## config.mk

```make
export PLATFORM = sky130hd
export DESIGN_NAME = exception_vector_select
export DESIGN_NICKNAME = d
export VERILOG_FILES = /design/src/rtl/exception_vector_pkg.sv /design/src/rtl/exception_priority_pick.sv /design/src/rtl/exception_vector_select.sv
export SDC_FILE = /design/constraint.sdc
export NUM_CORES = 1
export LEC_CHECK = 0
export CAP_MARGIN = 20
export CORE_AREA = 5 5 143 159
export DETAILED_ROUTE_END_ITERATION = 10
export DIE_AREA = 0 0 148 164
export DONT_BUFFER_PORTS = 1
export GPL_ROUTABILITY_DRIVEN = 0
export SETUP_SLACK_MARGIN = 0.02
export SLEW_MARGIN = 20
export SYNTH_ARGS = -nofsm -noshare
export SYNTH_HDL_FRONTEND = slang
export SYNTH_HIERARCHICAL = 1
export SYNTH_SLANG_ARGS = --single-unit
```

## constraint.sdc

```tcl
create_clock -name sys_clk -period 10.44 [get_ports sys_clk]
set_clock_uncertainty 0.2 [all_clocks]
set_input_delay 2.088 -clock sys_clk [delete_from_list [all_inputs] [get_ports sys_clk]]
set_output_delay 2.088 -clock sys_clk [all_outputs]
set_load 0.03 [all_outputs]
```

## src/rtl/exception_vector_pkg.sv

```systemverilog
// Purpose: Shared constants and types for the exception vector selector
// Assumes: 64-bit handler addresses, 32-bit register bus
// Notes:   Vector offsets are fixed by the exception map, not configurable
package exception_vector_pkg;

   // ****************************************************************
   // Register map
   // ****************************************************************
   localparam logic [11:0] VP_RESET_BASE_OFS   = 12'h020;
   localparam logic [11:0] CORE_BOOT_BASE_OFS  = 12'h680;
   localparam logic [11:0] LAST_VECTOR_LO_OFS  = 12'h700;
   localparam logic [11:0] LAST_VECTOR_HI_OFS  = 12'h704;
   localparam logic [11:0] TAKEN_STATUS_OFS    = 12'h708;
   localparam logic [31:0] VP_RESET_BASE_RST   = 32'hBFC0_0000;
   localparam logic [31:0] CORE_BOOT_BASE_RST  = 32'hBFC0_0000;
   localparam int          USE_BOOT_BASE_BIT   = 0;
   localparam int          CLASS_FIELD_LSB     = 8;

   // ****************************************************************
   // Vectors and offsets
   // ****************************************************************
   localparam logic [31:0] UPPER_ONES          = 32'hFFFF_FFFF;
   localparam logic [63:0] NMI_VECTOR          = 64'hFFFF_FFFF_BFC0_0000;
   localparam logic [63:0] DEBUG_FIXED_VECTOR  = 64'hFFFF_FFFF_BFC0_0480;
   localparam logic [63:0] PROBE_VECTOR        = 64'hFFFF_FFFF_FF20_0200;
   localparam logic [11:0] OFS_TLB_REFILL      = 12'h000;
   localparam logic [11:0] OFS_GENERAL         = 12'h180;
   localparam logic [11:0] OFS_INT_DEDICATED   = 12'h200;
   localparam logic [11:0] OFS_CACHE_ERR       = 12'h100;
   localparam logic [11:0] BOOT_OFS_TLB        = 12'h200;
   localparam logic [11:0] BOOT_OFS_TLB_LEVEL  = 12'h380;
   localparam logic [11:0] BOOT_OFS_CACHE_ERR  = 12'h300;
   localparam logic [11:0] BOOT_OFS_GENERAL    = 12'h380;
   localparam logic [11:0] BOOT_OFS_INT_DEDIC  = 12'h400;
   localparam logic [4:0]  EXC_CODE_INTERRUPT  = 5'h00;

   // ****************************************************************
   // Types
   // ****************************************************************
   localparam int NUM_CLASSES = 8;

   // Index order is priority order, index 0 highest
   typedef enum logic [2:0] {
      CLS_RESET      = 3'b000,
      CLS_NMI        = 3'b001,
      CLS_DEBUG      = 3'b010,
      CLS_CACHE_ERR  = 3'b011,
      CLS_TLB_REFILL = 3'b100,
      CLS_INTERRUPT  = 3'b101,
      CLS_OTHER      = 3'b110,
      CLS_BUS_ERR    = 3'b111
   } exc_class_t;

   typedef struct packed {
      logic bootVectorFlag;
      logic exceptionLevelFlag;
      logic dedicatedInterruptVectorFlag;
      logic debugSegmentEnable;
      logic probeTrapSelect;
      logic relocatedDebugVectorEnable;
   } exc_flags_t;

   typedef struct packed {
      logic [63:0] vector;
      exc_class_t  cls;
      logic [4:0]  code;
      logic        codeWrite;
   } vector_result_t;

endpackage

```

## src/rtl/exception_priority_pick.sv

```systemverilog
// Purpose: Fixed-priority pick of one raised exception class
// Assumes: Bit 0 of the request vector has the highest priority
// Notes:   Purely combinational
`timescale 1ns/1ps
`default_nettype none
module exception_priority_pick #(
   parameter int N = 8
) (
   input  wire logic [N-1:0]         raise,   // Raised conditions
   output logic      [N-1:0]         grant,   // One-hot winner
   output logic      [$clog2(N)-1:0] index,   // Winner index
   output logic                      any      // Something raised
);

   generate
      if (N < 2) begin : gBadWidth
         $error("exception_priority_pick needs at least two inputs");
      end
   endgenerate

   logic [N:0] blocked;

   assign blocked[0] = 1'b0;

   // ****************************************************************
   // Priority chain
   // ****************************************************************
   genvar g;
   generate
      for (g = 0; g < N; g++) begin : gPick
         assign grant[g]     = raise[g] & ~blocked[g];
         assign blocked[g+1] = blocked[g] | raise[g];
      end
   endgenerate

   always_comb begin
      index = '0;
      for (int i = N - 1; i >= 0; i--) begin
         if (grant[i]) begin
            index = i[$clog2(N)-1:0];
         end
      end
   end

   assign any = blocked[N];

endmodule // exception_priority_pick
`default_nettype wire

```

## src/rtl/exception_vector_select.sv

```systemverilog
// Purpose: Handler address and cause code for the exception taken
// Assumes: Pipeline raises classes and flags on sys_clk, AHB-Lite slave
// Notes:   Result appears one cycle after the raise
//
// Summary of operation
// - Reset, select bit 0 clear: vector from the per-VP reset base register.
// - Boot-mode vectors use one core boot base register at 0x680.
// - Debug, segment off, relocation off: fixed vector ending 0480.
// - Debug, segment off, relocation on: debug address [31:7], zeros.
// - Refill, boot flag clear: base [63:12] with 0x000 or 0x180.
// - Refill, boot flag set: boot base plus 0x200 or 0x380.
// - Cache error: base with forced bit 29 and 0x100, or boot+0300.
// - Interrupt, flags clear: base plus 0x180, dedicated 0x200.
// - Interrupt, boot flag set: boot base plus 0380 or 0400.
// - Simultaneous conditions: only the highest priority one is taken.
// - Fixed priority: reset highest, load/store bus error lowest.
// - The taken exception's code is written to the cause code field, except for reset, NMI and debug.
// - Select bit 0 of reset base set: reset uses the boot base.
//
// The AHB-Lite interface to the registers is this design's own decision.
`timescale 1ns/1ps
`default_nettype none
module exception_vector_select #(
   parameter logic [4:0] TLB_REFILL_CODE = 5'h02,
   parameter logic [4:0] CACHE_ERR_CODE  = 5'h1E,
   parameter logic [4:0] BUS_ERR_CODE    = 5'h07
) (
   input  wire logic                  sys_clk,       // Core clock
   input  wire logic                  rst,           // Async reset
   input  wire logic                  hsel,          // Slave select
   input  wire logic [31:0]           haddr,         // Byte address
   input  wire logic [1:0]            htrans,        // Transfer type
   input  wire logic                  hwrite,        // Write access
   input  wire logic [2:0]            hsize,         // Transfer size
   input  wire logic [31:0]           hwdata,        // Write data
   input  wire logic                  hready,        // Bus ready
   output logic                       hreadyout,     // Never stalls
   output logic                       hresp,         // Always OKAY
   output logic      [31:0]           hrdata,        // Read data
   input  wire logic [7:0]            excRaise,      // Raised classes
   input  wire exception_vector_pkg::exc_flags_t excFlags, // Mode flags
   input  wire logic [63:0]           exceptionBase, // Exception base
   input  wire logic [31:0]           debugVectorAddress, // Debug addr
   input  wire logic [4:0]            otherCode,     // Code for others
   output logic                       vectorValid,   // Taken pulse
   output exception_vector_pkg::vector_result_t taken // Taken result
);

   // ****************************************************************
   // Register bus
   // ****************************************************************
   logic [31:0] vpResetBase_reg, vpResetBase_next;
   logic [31:0] bootBase_reg, bootBase_next;
   logic        wrPending_reg, wrPending_next;
   logic [11:0] wrAddr_reg, wrAddr_next;
   logic [31:0] rdata_reg, rdata_next;
   logic [63:0] lastVector_reg, lastVector_next;
   exception_vector_pkg::exc_class_t lastClass_reg, lastClass_next;
   logic [4:0]  lastCode_reg, lastCode_next;
   logic        addrPhase;
   logic [11:0] addrOfs;
   logic [31:0] curReset, curBoot;

   assign hreadyout = 1'b1;
   assign hresp     = 1'b0;
   assign hrdata    = rdata_reg;
   assign addrPhase = hsel & htrans[1] & hready;
   // Only the low offset bits decode; the window repeats above 4 KB
   assign addrOfs   = {haddr[11:2], 2'b00};

   // A read right behind a write sees the new value, not the stale one
   always_comb begin
      curReset = vpResetBase_reg;
      curBoot  = bootBase_reg;
      if (wrPending_reg && wrAddr_reg == exception_vector_pkg::VP_RESET_BASE_OFS) begin
         curReset = hwdata;
      end
      if (wrPending_reg && wrAddr_reg == exception_vector_pkg::CORE_BOOT_BASE_OFS) begin
         curBoot = hwdata;
      end
   end

   always_comb begin
      vpResetBase_next = curReset;
      bootBase_next    = curBoot;
      wrPending_next   = addrPhase & hwrite & (hsize == 3'b010);
      wrAddr_next      = addrOfs;
      rdata_next       = rdata_reg;
      if (addrPhase && !hwrite) begin
         if (addrOfs == exception_vector_pkg::VP_RESET_BASE_OFS) begin
            rdata_next = curReset;
         end else if (addrOfs == exception_vector_pkg::CORE_BOOT_BASE_OFS) begin
            rdata_next = curBoot;
         end else if (addrOfs == exception_vector_pkg::LAST_VECTOR_LO_OFS) begin
            rdata_next = lastVector_reg[31:0];
         end else if (addrOfs == exception_vector_pkg::LAST_VECTOR_HI_OFS) begin
            rdata_next = lastVector_reg[63:32];
         end else if (addrOfs == exception_vector_pkg::TAKEN_STATUS_OFS) begin
            rdata_next = '0;
            rdata_next[4:0] = lastCode_reg;
            rdata_next[exception_vector_pkg::CLASS_FIELD_LSB +: 3] = lastClass_reg;
         end else begin
            rdata_next = '0;
         end
      end
   end

   always_ff @(posedge sys_clk or posedge rst) begin
      if (rst) begin
         vpResetBase_reg <= exception_vector_pkg::VP_RESET_BASE_RST;
         bootBase_reg    <= exception_vector_pkg::CORE_BOOT_BASE_RST;
         wrPending_reg   <= 1'b0;
         wrAddr_reg      <= 12'h000;
         rdata_reg       <= 32'h0000_0000;
      end else begin
         vpResetBase_reg <= vpResetBase_next;
         bootBase_reg    <= bootBase_next;
         wrPending_reg   <= wrPending_next;
         wrAddr_reg      <= wrAddr_next;
         rdata_reg       <= rdata_next;
      end
   end

   // ****************************************************************
   // Priority pick
   // ****************************************************************
   logic [7:0] grant;
   logic [2:0] pickIdx;
   logic       pickValid;
   exception_vector_pkg::exc_class_t pickClass;

   exception_priority_pick #(
      .N (exception_vector_pkg::NUM_CLASSES)
   ) uPick (
      .raise (excRaise),
      .grant (grant),
      .index (pickIdx),
      .any   (pickValid)
   );

   assign pickClass = exception_vector_pkg::exc_class_t'(pickIdx);

   // ****************************************************************
   // Vector selection
   // ****************************************************************
   logic [63:0] ebaseGen, bootVec, resetVec, vecSel;
   logic [4:0]  codeSel;
   logic        codeWr;
   logic        boot_vector_flag, exception_level_flag, iv;

   assign boot_vector_flag      = excFlags.bootVectorFlag;
   assign exception_level_flag      = excFlags.exceptionLevelFlag;
   assign iv       = excFlags.dedicatedInterruptVectorFlag;
   assign ebaseGen = {exceptionBase[63:12], 12'h000};
   assign bootVec  = {exception_vector_pkg::UPPER_ONES, curBoot[31:12], 12'h000};

   // Select bit chooses between the local and the shared base
   always_comb begin
      if (curReset[exception_vector_pkg::USE_BOOT_BASE_BIT]) begin
         resetVec = bootVec;
      end else begin
         resetVec = {exception_vector_pkg::UPPER_ONES, curReset[31:12], 12'h000};
      end
   end

   always_comb begin
      vecSel  = ebaseGen | 64'(exception_vector_pkg::OFS_GENERAL);
      codeSel = otherCode;
      codeWr  = 1'b1;
      case (pickClass)
         exception_vector_pkg::CLS_RESET: begin
            vecSel = resetVec;
            codeWr = 1'b0;
         end
         exception_vector_pkg::CLS_NMI: begin
            vecSel = exception_vector_pkg::NMI_VECTOR;
            codeWr = 1'b0;
         end
         exception_vector_pkg::CLS_DEBUG: begin
            codeWr = 1'b0;
            if (!excFlags.debugSegmentEnable) begin
               if (excFlags.relocatedDebugVectorEnable) begin
                  vecSel = {exception_vector_pkg::UPPER_ONES,
                            debugVectorAddress[31:7], 7'b000_0000};
               end else begin
                  vecSel = exception_vector_pkg::DEBUG_FIXED_VECTOR;
               end
            end else if (excFlags.probeTrapSelect) begin
               vecSel = exception_vector_pkg::PROBE_VECTOR;
            end else if (boot_vector_flag) begin
               vecSel = bootVec + 64'(exception_vector_pkg::BOOT_OFS_GENERAL);
            end
         end
         exception_vector_pkg::CLS_CACHE_ERR: begin
            codeSel = CACHE_ERR_CODE;
            if (boot_vector_flag) begin
               vecSel = bootVec + 64'(exception_vector_pkg::BOOT_OFS_CACHE_ERR);
            end else begin
               vecSel = {exceptionBase[63:30], 1'b1, exceptionBase[28:12],
                         exception_vector_pkg::OFS_CACHE_ERR};
            end
         end
         exception_vector_pkg::CLS_TLB_REFILL: begin
            codeSel = TLB_REFILL_CODE;
            if (boot_vector_flag) begin
               vecSel = bootVec + 64'(exception_level_flag ? exception_vector_pkg::BOOT_OFS_TLB_LEVEL
                                          : exception_vector_pkg::BOOT_OFS_TLB);
            end else begin
               vecSel = ebaseGen | 64'(exception_level_flag ? exception_vector_pkg::OFS_GENERAL
                                           : exception_vector_pkg::OFS_TLB_REFILL);
            end
         end
         exception_vector_pkg::CLS_INTERRUPT: begin
            codeSel = exception_vector_pkg::EXC_CODE_INTERRUPT;
            if (boot_vector_flag) begin
               vecSel = bootVec + 64'((iv && !exception_level_flag) ? exception_vector_pkg::BOOT_OFS_INT_DEDIC
                                                   : exception_vector_pkg::BOOT_OFS_GENERAL);
            end else begin
               vecSel = ebaseGen | 64'((iv && !exception_level_flag) ? exception_vector_pkg::OFS_INT_DEDICATED
                                                    : exception_vector_pkg::OFS_GENERAL);
            end
         end
         default: begin
            if (pickClass == exception_vector_pkg::CLS_BUS_ERR) begin
               codeSel = BUS_ERR_CODE;
            end
            if (boot_vector_flag) begin
               vecSel = bootVec + 64'(exception_vector_pkg::BOOT_OFS_GENERAL);
            end
         end
      endcase
   end

   // ****************************************************************
   // Result registers
   // ****************************************************************
   logic                                 valid_reg, valid_next;
   exception_vector_pkg::vector_result_t taken_reg, taken_next;

   always_comb begin
      valid_next      = pickValid;
      taken_next      = taken_reg;
      lastVector_next = lastVector_reg;
      lastClass_next  = lastClass_reg;
      lastCode_next   = lastCode_reg;
      if (pickValid) begin
         taken_next.vector    = vecSel;
         taken_next.cls       = pickClass;
         taken_next.codeWrite = codeWr;
         lastVector_next      = vecSel;
         lastClass_next       = pickClass;
         if (codeWr) begin
            taken_next.code = codeSel;
            lastCode_next   = codeSel;
         end
      end
   end

   always_ff @(posedge sys_clk or posedge rst) begin
      if (rst) begin
         valid_reg      <= 1'b0;
         taken_reg      <= '0;
         lastVector_reg <= 64'h0000_0000_0000_0000;
         lastClass_reg  <= exception_vector_pkg::CLS_RESET;
         lastCode_reg   <= 5'h00;
      end else begin
         valid_reg      <= valid_next;
         taken_reg      <= taken_next;
         lastVector_reg <= lastVector_next;
         lastClass_reg  <= lastClass_next;
         lastCode_reg   <= lastCode_next;
      end
   end

   assign vectorValid = valid_reg;
   assign taken       = taken_reg;
endmodule // exception_vector_select
`default_nettype wire

```

**After elaboration in Yosys (flattened, before gate mapping)**

Index checks and enable logic that the tools add are counted.

- Register bits after elaboration: 181
- Input port bits: 189
- Logic and storage cells: 96

- $add $sub $neg: 4
- Equal/unequal tests: 14
- Muxes and demuxes: 31
- Bitwise gates (word level): 28
- Reductions and logical operators: 9

Operators by type and width:

| operator | number |
|---|---|
| 64-bit 2-to-1 mux | 6 |
| 64-bit one-hot mux with 6 select lines | 1 |
| 32-bit 2-to-1 mux | 8 |
| 33-bit by 11-bit adder with 34-bit output, second input constant | 2 |
| 64-bit by 10-bit bitwise OR with 64-bit output | 1 |
| 64-bit by 9-bit bitwise OR with 64-bit output | 1 |
| 10-bit by 9-bit == test with 1-bit output, second input constant | 5 |
| 33-bit by 11-bit adder with 34-bit output | 1 |
| 33-bit by 12-bit adder with 34-bit output | 1 |
| 3-bit 2-to-1 mux | 8 |
| 11-bit 2-to-1 mux | 2 |
| 10-bit by 4-bit == test with 1-bit output, second input constant | 2 |
| 9-bit 2-to-1 mux | 2 |
| 5-bit one-hot mux with 3 select lines | 1 |
| 1-bit AND | 11 |
| 10-bit 2-to-1 mux | 1 |
| 3-bit by 2-bit == test with 1-bit output, second input constant | 3 |
| 3-bit == test, second input constant | 3 |
| 1-bit inverter | 8 |
| 1-bit bitwise OR | 7 |
| 5-bit 2-to-1 mux | 1 |
| 1-bit logical AND | 4 |
| 3-bit by 1-bit == test with 1-bit output, second input constant | 1 |
| 3-bit logical NOT | 1 |
| other kinds (4) | 5 |

**Depth between registers and ports, before layout**

Gate-level depths: netlist (run 1).

- Word-level depth: 20
- Mapped depth: 10

**Hierarchy**

Netlist (run 1), hierarchy kept.

By module, submodules not included:

| module | times used | cells an instance | area each (µm²) |
|---|---|---|---|
| exception_vector_select | 1 | 944 | 9132.5 |
| exception_priority_pick | 1 | 23 | 142.6 |

**Worst setup path after synthesis (run 1)**

Ideal clock, no wire load.

- Path type: input -> register
- Start point: input excRaise[1]
- End point: register taken_reg (netlist bit taken[22])
- Library setup time: 0.087 ns
- Arrival: 4.009 ns
- Required time: 10.153 ns
- Setup slack: 6.144 ns
- Stages: 9
- Path buffers: 1
- Cells stage by stage: nor4_2 -> nand2_1 -> o21ai_1 -> nor3b_1 -> nand2_1 -> clkbuf_1 -> o21a_1 -> a211o_1 -> o211ai_1

- Word-level cells in the longest chain between the ends: 18
- Elaborated cells on any way between the ends: 35
- Classes of those cells: eq/ne: 5; mux: 9; bitwise: 20; reduce/logical: 1

Ends and longest elaborated chain:

| element | RTL line | source |
|---|---|---|
| start, declared | exception_vector_select.sv:40 | `input wire logic [7:0] excRaise,` |
| 1-bit bitwise OR (6 in a row) | exception_priority_pick.sv:32 | `assign blocked[g+1] = blocked[g] \| raise[g];` |
| 1-bit inverter | exception_priority_pick.sv:31 | `assign grant[g] = raise[g] & ~blocked[g];` |
| 1-bit AND | exception_priority_pick.sv:31 |  |
| 3-bit 2-to-1 mux (6 in a row) | exception_priority_pick.sv:39 | `if (grant[i]) begin` |
| 3-bit 2-to-1 mux * (2 in a row) | exception_priority_pick.sv:39 |  |
| net pickClass[1] | exception_vector_select.sv:130 | `exception_vector_pkg::exc_class_t pickClass;` |
| 3-bit == test, or another cell as far along | exception_vector_select.sv:170 | `case (pickClass)` |
| 64-bit one-hot mux with 6 select lines * | exception_vector_select.sv:170 |  |
| end signal, assigned | exception_vector_select.sv:268 | `taken_reg <= taken_next;` |
| end, declared | exception_vector_select.sv:238 | `exception_vector_pkg::vector_result_t taken_reg, taken_next;` |

The timed path passes the listed nets; every way through them passes the cells marked *.
A chain may end at the register's enable or synchronous reset.

**Final worst setup path (run 1)**

- Start point: input excRaise[6]
- End point: register taken_reg (netlist bit taken[31])

- Word-level cells in the longest chain between the ends: 13
- Elaborated cells on any way between the ends: 20
- Classes of those cells: eq/ne: 5; mux: 9; bitwise: 5; reduce/logical: 1

Ends and longest elaborated chain:

| element | RTL line |
|---|---|
| 1-bit bitwise OR | exception_priority_pick.sv:32 |
| 1-bit inverter | exception_priority_pick.sv:31 |
| 1-bit AND | exception_priority_pick.sv:31 |
| 3-bit 2-to-1 mux | exception_priority_pick.sv:39 |
| 3-bit 2-to-1 mux * (7 in a row) | exception_priority_pick.sv:39 |
| net pickClass[2] | exception_vector_select.sv:130 |
| 3-bit == test, or another cell as far along | exception_vector_select.sv:170 |
| 64-bit one-hot mux with 6 select lines * | exception_vector_select.sv:170 |

Marks and branches as above.

==> flow_metrics.py, run 1 <==
metrics = {
    "run_status": {
        "status": "finished clean",
    },
    "setup_path": {
        "arrival_ps": 5170,
        "worstPathCellList": "nor2_1 > a21oi_2 > buf_4 > or2_2 > nor2_1 > inv_1 > a2111oi_0 > o32a_1",
        "path_buf_inv": 2,
        "crit_family": "simple AND/OR/NAND/NOR gates",
        "worstSetupStartpointType": "input port",
        "crit_slowest_cell": "nor2_1",
        "required_ps": 10610,
        "end_kind": "flip-flop",
        "crit_fanout": 34,
        "worst_r2r_startpoint": "wrAddr_reg[6]",
        "worstSetupPathType": "input port to flip-flop",
        "max_stage_delay_ps": 880,
        "crit_start": "excRaise[6]",
        "critPathMostFrequentCell": "nor2_1",
    },
    "flow_run": {
        "maxCapViolCount": 0,
    },
    "power_and_ir_drop": {
        "p_seq_frac": 0.498,
        "power_per_cell_area_nw_per_um2": 160,
        "power_leakage_nw": 4.01,
        "p_int_w": 0.00109,
        "power_switching_w": 0.000504,
        "power_w": 0.00159,
        "clock_power_share": 0.413,
        "swShare": 0.316,
        "p_comb_frac": 0.089,
        "peakVddDrop_v": 0.000116,
    },
    "global_route": {
        "antenna_found_initial": 1,
        "grt_pass1_wl_um": 47600,
        "grt-ovfl-total": 0,
        "grt_max_degree": 112,
        "grt_usage": 0.260,
        "grt_pass1_vias": 7617,
    },
    "clock_network": {
        "postCtsHoldBufs": 0,
        "cts.reportedPaths.clkPinSlew_ps": 80,
        "cts_sinks": 174,
        "cts-htree-levels": 4,
        "insertion_delay_ps": 440,
        "cts_inserted_buffers": 17,
        "cts_buffer_depth": 2,
        "postCtsSetupBuffers": 0,
        "ctsResizeCount": 0,
        "cts-root-buf": "clkbuf_16",
        "cts_tree": "built",
    },
    "sta": {
        "finalHoldViolations": 0,
        "max_freq_ghz": 0.200,
        "tightest_slew_ps": 1070,
        "finalCriticalPeriod_ps": 5000,
        "slew_viol_final": 0,
        "setup_viol": 0,
        "rsz0062_at_grt": "false",
        "max_slew_margin": 0.287,
        "tns_ps": 0,
        "period_share": 0.479,
    },
    "floorplan": {
        "rows": 56,
        "dieArea_um2": 24300,
        "die_w_um": 148,
        "die_h_um": 164,
        "io_pins": 297,
        "start_util": 0.441,
        "core_um2": 21000,
    },
    "yosys": {
        "synth-warning-count": 6,
        "synth_area_um2": 9240,
        "syn-mean-instance-area_um2": 9.62,
        "synth_cells": 961,
    },
    "drt": {
        "top_layer": "met4",
        "dr_wl_met2_um": 16000,
        "wirelength_met1_um": 11900,
        "drc": 0,
        "drtIter0Drc": 628,
        "met3_length_um": 3320,
        "wl_per_cell_um": 26.9,
        "ant_nets": 0,
        "viasPerCell": 6.30,
        "via_count": 7531,
        "drtPass1Iterations": 5,
        "finalWirelength_um": 32100,
    },
    "layout": {
        "area_delta_synth_final_pct": 7.50,
        "largest_reg_flops": 66,
        "final_area_um2": 9930,
        "stdcell_count": 1196,
        "fin_nets": 1111,
        "drive_gt1_frac": 0.166,
    },
    "placement": {
        "placed_area_um2": 9320,
        "dp_hpwl_um": 22600,
        "dpl.cell_count": 1163,
        "portBuffers": 0,
    },
    "worst_hold_path": {
        "hp-start": "bootBase_reg[2]",
        "holdCritPathClass": "flip-flop to flip-flop",
    },
}
## cell type report
class                      instances  area (µm²)
timing repair buffer              13        97.6
tap                              261         327
clock buffer                      17         425
sequential                       174        4380
clock inverter                    15         186
antenna                            1        2.50
multi-input combinational        674        4360
fill                            2012       11000
inverter                          41         161
## placed cells by master, fill, tap and decap left out, types with 4 or more instances in the layout
cell and n:
dfrtp_1 156, nand2_1 108, nor2_1 92, a21oi_1 69, o21ai_0 63, mux2_2 54
inv_1 40, mux2i_1 29, o31ai_1 18, o211ai_1 18, dfstp_2 18, clkbuf_16 17
o221a_2 15, a22oi_1 13, buf_4 13, a31oi_1 11, nand2b_1 10, o221ai_1 10
or3_1 10, nand4_1 9, a222oi_1 9, conb_1 9, nor2b_1 8, and3_1 7
nand3_1 7, a211o_1 7, o21ai_1 6, nor3_1 6, inv_8 5, o21a_1 5
o32a_1 5, clkinv_8 5, a21o_1 4, or2_2 4, a22o_1 4, a221oi_1 4
a211oi_1 4
## path summary, 6_finish.rpt
path	end	slack, ps	depth (start not counted)
hold reg to reg	bootBase_reg[2]	300	1
max in group asynchronous	hrdata[19]	7210	2
setup reg to reg	taken[32]	6600	5
min in group asynchronous	taken[43]	1400	1
setup / recovery	taken[31]	5440	8
hold / removal	bootBase_reg[2]	300	1
## metal layers
layer  vias up  track usage
met4         0       0.0953
met5         -            0
met1      3747        0.300
met2       335        0.442
li1       3401            -
met3        48        0.102
## power groups by stage
stage          Clock, W  Sequential [W]  Combinational (W)
5_1_grt        0.000698        0.000797           0.000156
3_3_place_gp          0        0.000805           0.000140
3_5_place_dp          0        0.000806           0.000141
4_1_cts        0.000667        0.000793           0.000142
6_report       0.000659        0.000793           0.000141
2_1_floorplan         0        0.000790           0.000116
## stage by stage
step	setup WS [ps]	util	hold slack (ps)
6_report	5440	0.474	299
5_1_grt	5350	0.474	311
4_1_cts	5470	0.474	301
3_5_place_dp	5010	0.445	282
3_3_place_gp	4970	0.445	277
2_1_floorplan	3460	-	270
Note: power is estimated with default switching activity, not from simulation.
==> run 2: changes to the inputs <==
==> constraint.sdc (replaced) <==
create_clock -name sys_clk -period 4.75 [get_ports sys_clk]
set_clock_uncertainty 0.2 [all_clocks]
set_input_delay 0.95 -clock sys_clk [delete_from_list [all_inputs] [get_ports sys_clk]]
set_output_delay 0.95 -clock sys_clk [all_outputs]
set_load 0.03 [all_outputs]
==> run 2 against run 1 <==
Net effect:
- clock-buffer cell count stayed put
- sequential share of layout area is 0.33 points lower
- routed wire length down 0.24%
- first-iteration DRC count down 2.9%
- register-to-register slack lost 5000 ps
- power increased by 120%
==> flow_metrics.py, run 2 (synthesized netlist as in run 1, its figures left out) <==
metrics = {
    "global_route": {
        "grt_pass1_vias": 7621,
        "grtUsageMet3": 0.0902,
        "grt_usage": 0.260,
        "antenna_found_initial": 4,
        "grt_util_met2": 0.446,
        "grt-ovfl-total": 0,
        "met1_usage": 0.306,
        "grt_pass1_wl_um": 47700,
        "grt.busiest_layer": "met2",
        "grt_max_degree": 175,
    },
    "setup_path": {
        "crit_fanout": 11,
        "worstRegToRegCells": 5,
        "worstSetupStartpointType": "input port",
        "rrSetupSlack_ps": 1610,
        "worst_r2r_startpoint": "wrAddr_reg[3]",
        "worstSetupPathType": "input port to flip-flop",
        "required_ps": 4910,
        "r2r_end": "hrdata[29]",
        "end_kind": "flip-flop",
        "arrival_ps": 3470,
    },
    "placement": {
        "dp_hpwl_um": 22900,
        "dp_slack_ps": 976,
        "portBuffers": 0,
    },
    "sta": {
        "slew_viol_final": 0,
        "finalCriticalPeriod_ps": 3320,
        "period_share": 0.699,
        "finalHoldViolations": 0,
        "tns_ps": 0,
        "layout_setup_ws_ps": 1430,
        "setup_viol": 0,
        "max_freq_ghz": 0.301,
        "rsz0062_at_grt": "false",
        "tightest_slew_ps": 1020,
        "max_slew_margin": 0.317,
    },
    "drt": {
        "drtPass1Iterations": 6,
        "finalWirelength_um": 32100,
        "wl_per_cell_um": 26.6,
        "via_count": 7599,
        "drtIter0Drc": 610,
        "viasPerCell": 6.30,
        "drc": 0,
        "ant_nets": 0,
    },
    "layout": {
        "largest_reg_flops": 66,
        "multi_input_area_um2": 4360,
        "area_delta_synth_final_pct": 8.31,
        "drive_gt1_frac": 0.172,
        "layout_commonest_cell": "dfrtp_1",
        "fin_nets": 1119,
        "final_cell_mix": "dfrtp_1, nand2_1, nor2_1, a21oi_1, o21ai_0",
        "seqCellArea_um2": 4380,
        "fill_cells": 2022,
    },
    "clock_network": {
        "cts_sinks": 174,
        "insertion_delay_ps": 440,
        "cts_buffer_depth": 2,
        "postCtsSetupBuffers": 0,
        "ctsResizeCount": 0,
        "cts.reportedPaths.clkPinSlew_ps": 80,
        "cts-root-buf": "clkbuf_16",
        "postCtsHoldBufs": 0,
        "cts_tree": "built",
        "cts_inserted_buffers": 17,
        "cts-htree-levels": 4,
    },
    "run_status": {
        "status": "finished clean",
    },
    "worst_hold_path": {
        "holdCritPathClass": "flip-flop to flip-flop",
        "hold_depth": 1,
        "min_to": "bootBase_reg[3]",
        "hp-start": "bootBase_reg[3]",
    },
    "power_and_ir_drop": {
        "power_w": 0.00351,
        "peakVddDrop_v": 0.000238,
        "power_per_cell_area_nw_per_um2": 350,
        "power_leakage_nw": 4.05,
    },
    "floorplan": {
        "start_util": 0.441,
        "io_pins": 297,
        "dieArea_um2": 24300,
        "die_w_um": 148,
        "die_h_um": 164,
        "rows": 56,
        "core_um2": 21000,
    },
    "flow_run": {
        "maxCapViolCount": 0,
    },
}
==> run 2: power by group <==
| group | switching (W) | total, W | internal, W |
|---|---|---|---|
| clock network | 0.000729 | 0.00145 | 0.000720 |
| logic | 0.000192 | 0.000315 | 0.000123 |
| registers | 0.000188 | 0.00174 | 0.00155 |
==> run 2: worst max-delay path by stage <==
stage / slack [ps] / from / end
after floorplan: 1390 / rst / bootBase_reg[0]
after global placement: 1000 / excRaise[1] / taken[21]
after detailed placement: 980 / excRaise[1] / taken[21]
after CTS: 1430 / excRaise[1] / taken[21]
after global routing: 1140 / excRaise[1] / taken[21]
final: 1430 / excRaise[1] / taken[21]
==> run 2: metal layers <==
metal	vias up	routed length, µm
li1	3425	-
met5	-	0
met1	3777	11700
met2	354	16200
met3	43	3410
met4	0	794
==> run 2: area by class of cell <==
| cell class | instances | area share |
|---|---|---|
| tap | 261 | 0.0326 |
| clock inverter | 15 | 0.0186 |
| antenna | 4 | 0.00100 |
| timing repair buffer | 21 | 0.0170 |
| multi-input combinational | 674 | 0.435 |
| clock buffer | 17 | 0.0425 |
| inverter | 41 | 0.0157 |
| sequential | 174 | 0.437 |
==> run 2: per-stage QoR <==
step	cell area, µm²	hold slack [ps]	util	cells
5_1_grt	10000	308	0.478	1206
3_5_place_dp	9390	283	0.448	1171
4_1_cts	10000	301	0.477	1203
3_3_place_gp	9390	277	0.448	1171
2_1_floorplan	9270	270	-	968
6_report	10000	301	0.478	1207
==> run 2: worst max-delay path, cell delays in order <==
cell and delay [ps]:
nor4_2 410, nand2_1 120, o21ai_1 280, nor3b_1 510
nand2_1 430, o21a_1 300, a2111o_1 380, o211ai_1 90
==> run 3: changes to the inputs <==
--- a/config.mk
+++ b/config.mk
@@ -5,10 +5,11 @@
 export SDC_FILE = /design/constraint.sdc
 export NUM_CORES = 1
 export LEC_CHECK = 0
+export ABC_AREA = 1
 export CAP_MARGIN = 20
-export CORE_AREA = 5 5 143 159
+export CORE_AREA = 5 5 146 162
 export DETAILED_ROUTE_END_ITERATION = 10
-export DIE_AREA = 0 0 148 164
+export DIE_AREA = 0 0 151 167
 export DONT_BUFFER_PORTS = 1
 export GPL_ROUTABILITY_DRIVEN = 0
 export SETUP_SLACK_MARGIN = 0.02
==> constraint.sdc (replaced) <==
create_clock -name sys_clk -period 2.95 [get_ports sys_clk]
set_clock_uncertainty 0.2 [all_clocks]
set_input_delay 0.59 -clock sys_clk [delete_from_list [all_inputs] [get_ports sys_clk]]
set_output_delay 0.59 -clock sys_clk [all_outputs]
set_load 0.03 [all_outputs]
==> run 3 against run 2 <==
Net effect:
- the flow now finishes with violations (negative hold slack)
- combinational power up 69%
- sequential power up 72%
- routed wire length up 2.5%
- via count up 12%
- area after synthesis up 3.9%
- die area up 3.9%
- final cell count up 33%
==> flow_metrics.py, run 3 <==
metrics = {
    "setup_path": {
        "required_ps": 3120,
        "worstSetupStartpointType": "input port",
        "end_kind": "flip-flop",
        "worst_r2r_startpoint": "wrAddr_reg[11]",
        "worstPathCellList": "inv_1 > nand4_4 > nor2_4 > o21ai_2 > nand2_1 > nand3_4 > nor2_2 > nand2_1 > a21oi_1 > nand2_1 > o21ai_1 > nand2_1 > nand3_1",
        "crit_start": "excRaise[2]",
        "arrival_ps": 2540,
        "max_stage_delay_ps": 400,
        "critPathMostFrequentCell": "nand2_1",
        "crit_family": "simple AND/OR/NAND/NOR gates",
        "path_buf_inv": 1,
        "crit_fanout": 10,
        "crit_slowest_cell": "nor2_2",
        "worstSetupPathType": "input port to flip-flop",
    },
    "floorplan": {
        "die_h_um": 167,
        "rows": 57,
        "io_pins": 297,
        "dieArea_um2": 25200,
        "start_util": 0.440,
        "core_um2": 21800,
        "die_w_um": 151,
    },
    "yosys": {
        "syn-mean-instance-area_um2": 7.37,
        "synth_area_um2": 9600,
        "synth-warning-count": 6,
        "synth_cells": 1303,
    },
    "drt": {
        "wl_per_cell_um": 20.4,
        "ant_nets": 0,
        "drtIter0Drc": 590,
        "drtPass1Iterations": 6,
        "via_count": 8515,
        "finalWirelength_um": 32900,
        "drc": 0,
        "viasPerCell": 5.29,
    },
    "sta": {
        "finalHoldViolations": 13,
        "finalCriticalPeriod_ps": 2370,
        "tightest_slew_ps": 857,
        "tns_ps": 0,
        "max_slew_margin": 0.427,
        "period_share": 0.802,
        "setup_viol": 0,
        "rsz0062_at_grt": "false",
        "max_freq_ghz": 0.423,
        "hold_ws_ps": -13.4,
        "slew_viol_final": 0,
    },
    "clock_network": {
        "insertion_delay_ps": 430,
        "cts_inserted_buffers": 17,
        "cts_buffer_depth": 2,
        "postCtsSetupBuffers": 0,
        "cts.reportedPaths.clkPinSlew_ps": 80,
        "postCtsHoldBufs": 10,
        "ctsResizeCount": 0,
        "cts-htree-levels": 4,
        "cts-root-buf": "clkbuf_16",
        "cts_sinks": 174,
        "cts_tree": "built",
    },
    "power_and_ir_drop": {
        "power_leakage_nw": 5.44,
        "peakVddDrop_v": 0.000425,
        "power_per_cell_area_nw_per_um2": 536,
        "power_w": 0.00571,
    },
    "layout": {
        "drive_gt1_frac": 0.107,
        "largest_reg_flops": 66,
        "area_delta_synth_final_pct": 11.0,
        "layout_commonest_cell": "nand2_1",
        "post-route-util": 0.488,
        "final_area_um2": 10700,
        "final_cell_mix": "nand2_1, inv_1, dfrtp_1, nor2_1, nand3_1",
        "fin_nets": 1491,
    },
    "run_status": {
        "violations": "negative hold slack",
        "status": "finished, violations left",
    },
    "global_route": {
        "grt_pass1_wl_um": 50000,
        "grt.busiest_layer": "met2",
        "grt_pass1_vias": 8455,
        "grt_usage": 0.260,
        "grt_util_met2": 0.434,
        "grt-ovfl-total": 0,
        "grtUsageMet3": 0.100,
        "met1_usage": 0.307,
        "antenna_found_initial": 12,
        "grt_max_degree": 63,
    },
    "worst_hold_path": {
        "holdCritPathClass": "input port to async pin",
    },
    "flow_run": {
        "maxCapViolCount": 0,
    },
    "placement": {
        "portBuffers": 0,
        "dp_hpwl_um": 24500,
        "placed_area_um2": 9990,
    },
}
[run 3: changes by cell type in the layout (fill, tap and decap cells not counted), moves of 14 or more]
cell,delta
a211oi_1,+28
nand3_1,+64
o221a_2,-15
mux2i_1,-29
o21ai_2,+14
a21oi_1,-35
nor2_1,+53
o21ai_1,+50
o31ai_1,-18
mux2_2,-54
nand2_1,+247
inv_1,+141
[run 3: per-stage QoR]
| stage | hold slack, ps | setup WS (ps) | std cells |
|---|---|---|---|
| final | -13.4 | 584 | 1611 |
| after global routing | 0.946 | 298 | 1611 |
| after CTS | 8.69 | 615 | 1609 |
| after detailed placement | 257 | 164 | 1567 |
| after global placement | 252 | 221 | 1567 |
| after floorplan | 243 | -50.0 | 1310 |
[run 3: final cells by class]
cell class | instances | area [µm²]
Antenna cell | 2 | 5.00
Clock buffer | 18 | 429
Clock inverter | 14 | 128
Fill cell | 2224 | 11200
Inverter | 189 | 713
Multi-Input combinational cell | 876 | 4180
Sequential cell | 174 | 4380
Tap cell | 295 | 369
Timing Repair Buffer | 43 | 448
[run 3: path summary, 6_finish.rpt]
path                               endpoint  slack (ps)  cells past startpoint
setup / recovery                  taken[29]         580                     13
max in group asynchronous  bootBase_reg[22]        1780                      2
hold / removal                wrPending_reg         -10                      1
min in group sys_clk          wrPending_reg          20                      1
setup reg to reg                  taken[38]         620                     13
hold reg to reg             bootBase_reg[1]         270                      2
[run 3: worst reg2reg max path: cells and delay by family, from the launching register on]
family | cells | cell delay (ps)
buffers and inverters | 3 | 550
flip-flops | 1 | 380
AND/OR/NAND/NOR | 10 | 1100
[run 3: report_power, final]
part           leakage (nW)  switching [W]  total [W]  internal [W]
Clock                 0.265        0.00107    0.00218       0.00111
Sequential             1.99       0.000467    0.00300       0.00253
Combinational          3.19       0.000349   0.000532      0.000182
[run 3: metal layers]
metal  share of wire  vias to the layer above  wire length, µm
li1                -                     4126                -
met1            0.37                     3979            12300
met2            0.50                      322            16400
met3           0.099                       70             3260
met4           0.026                       18              869
met5          0.0037                        -              121
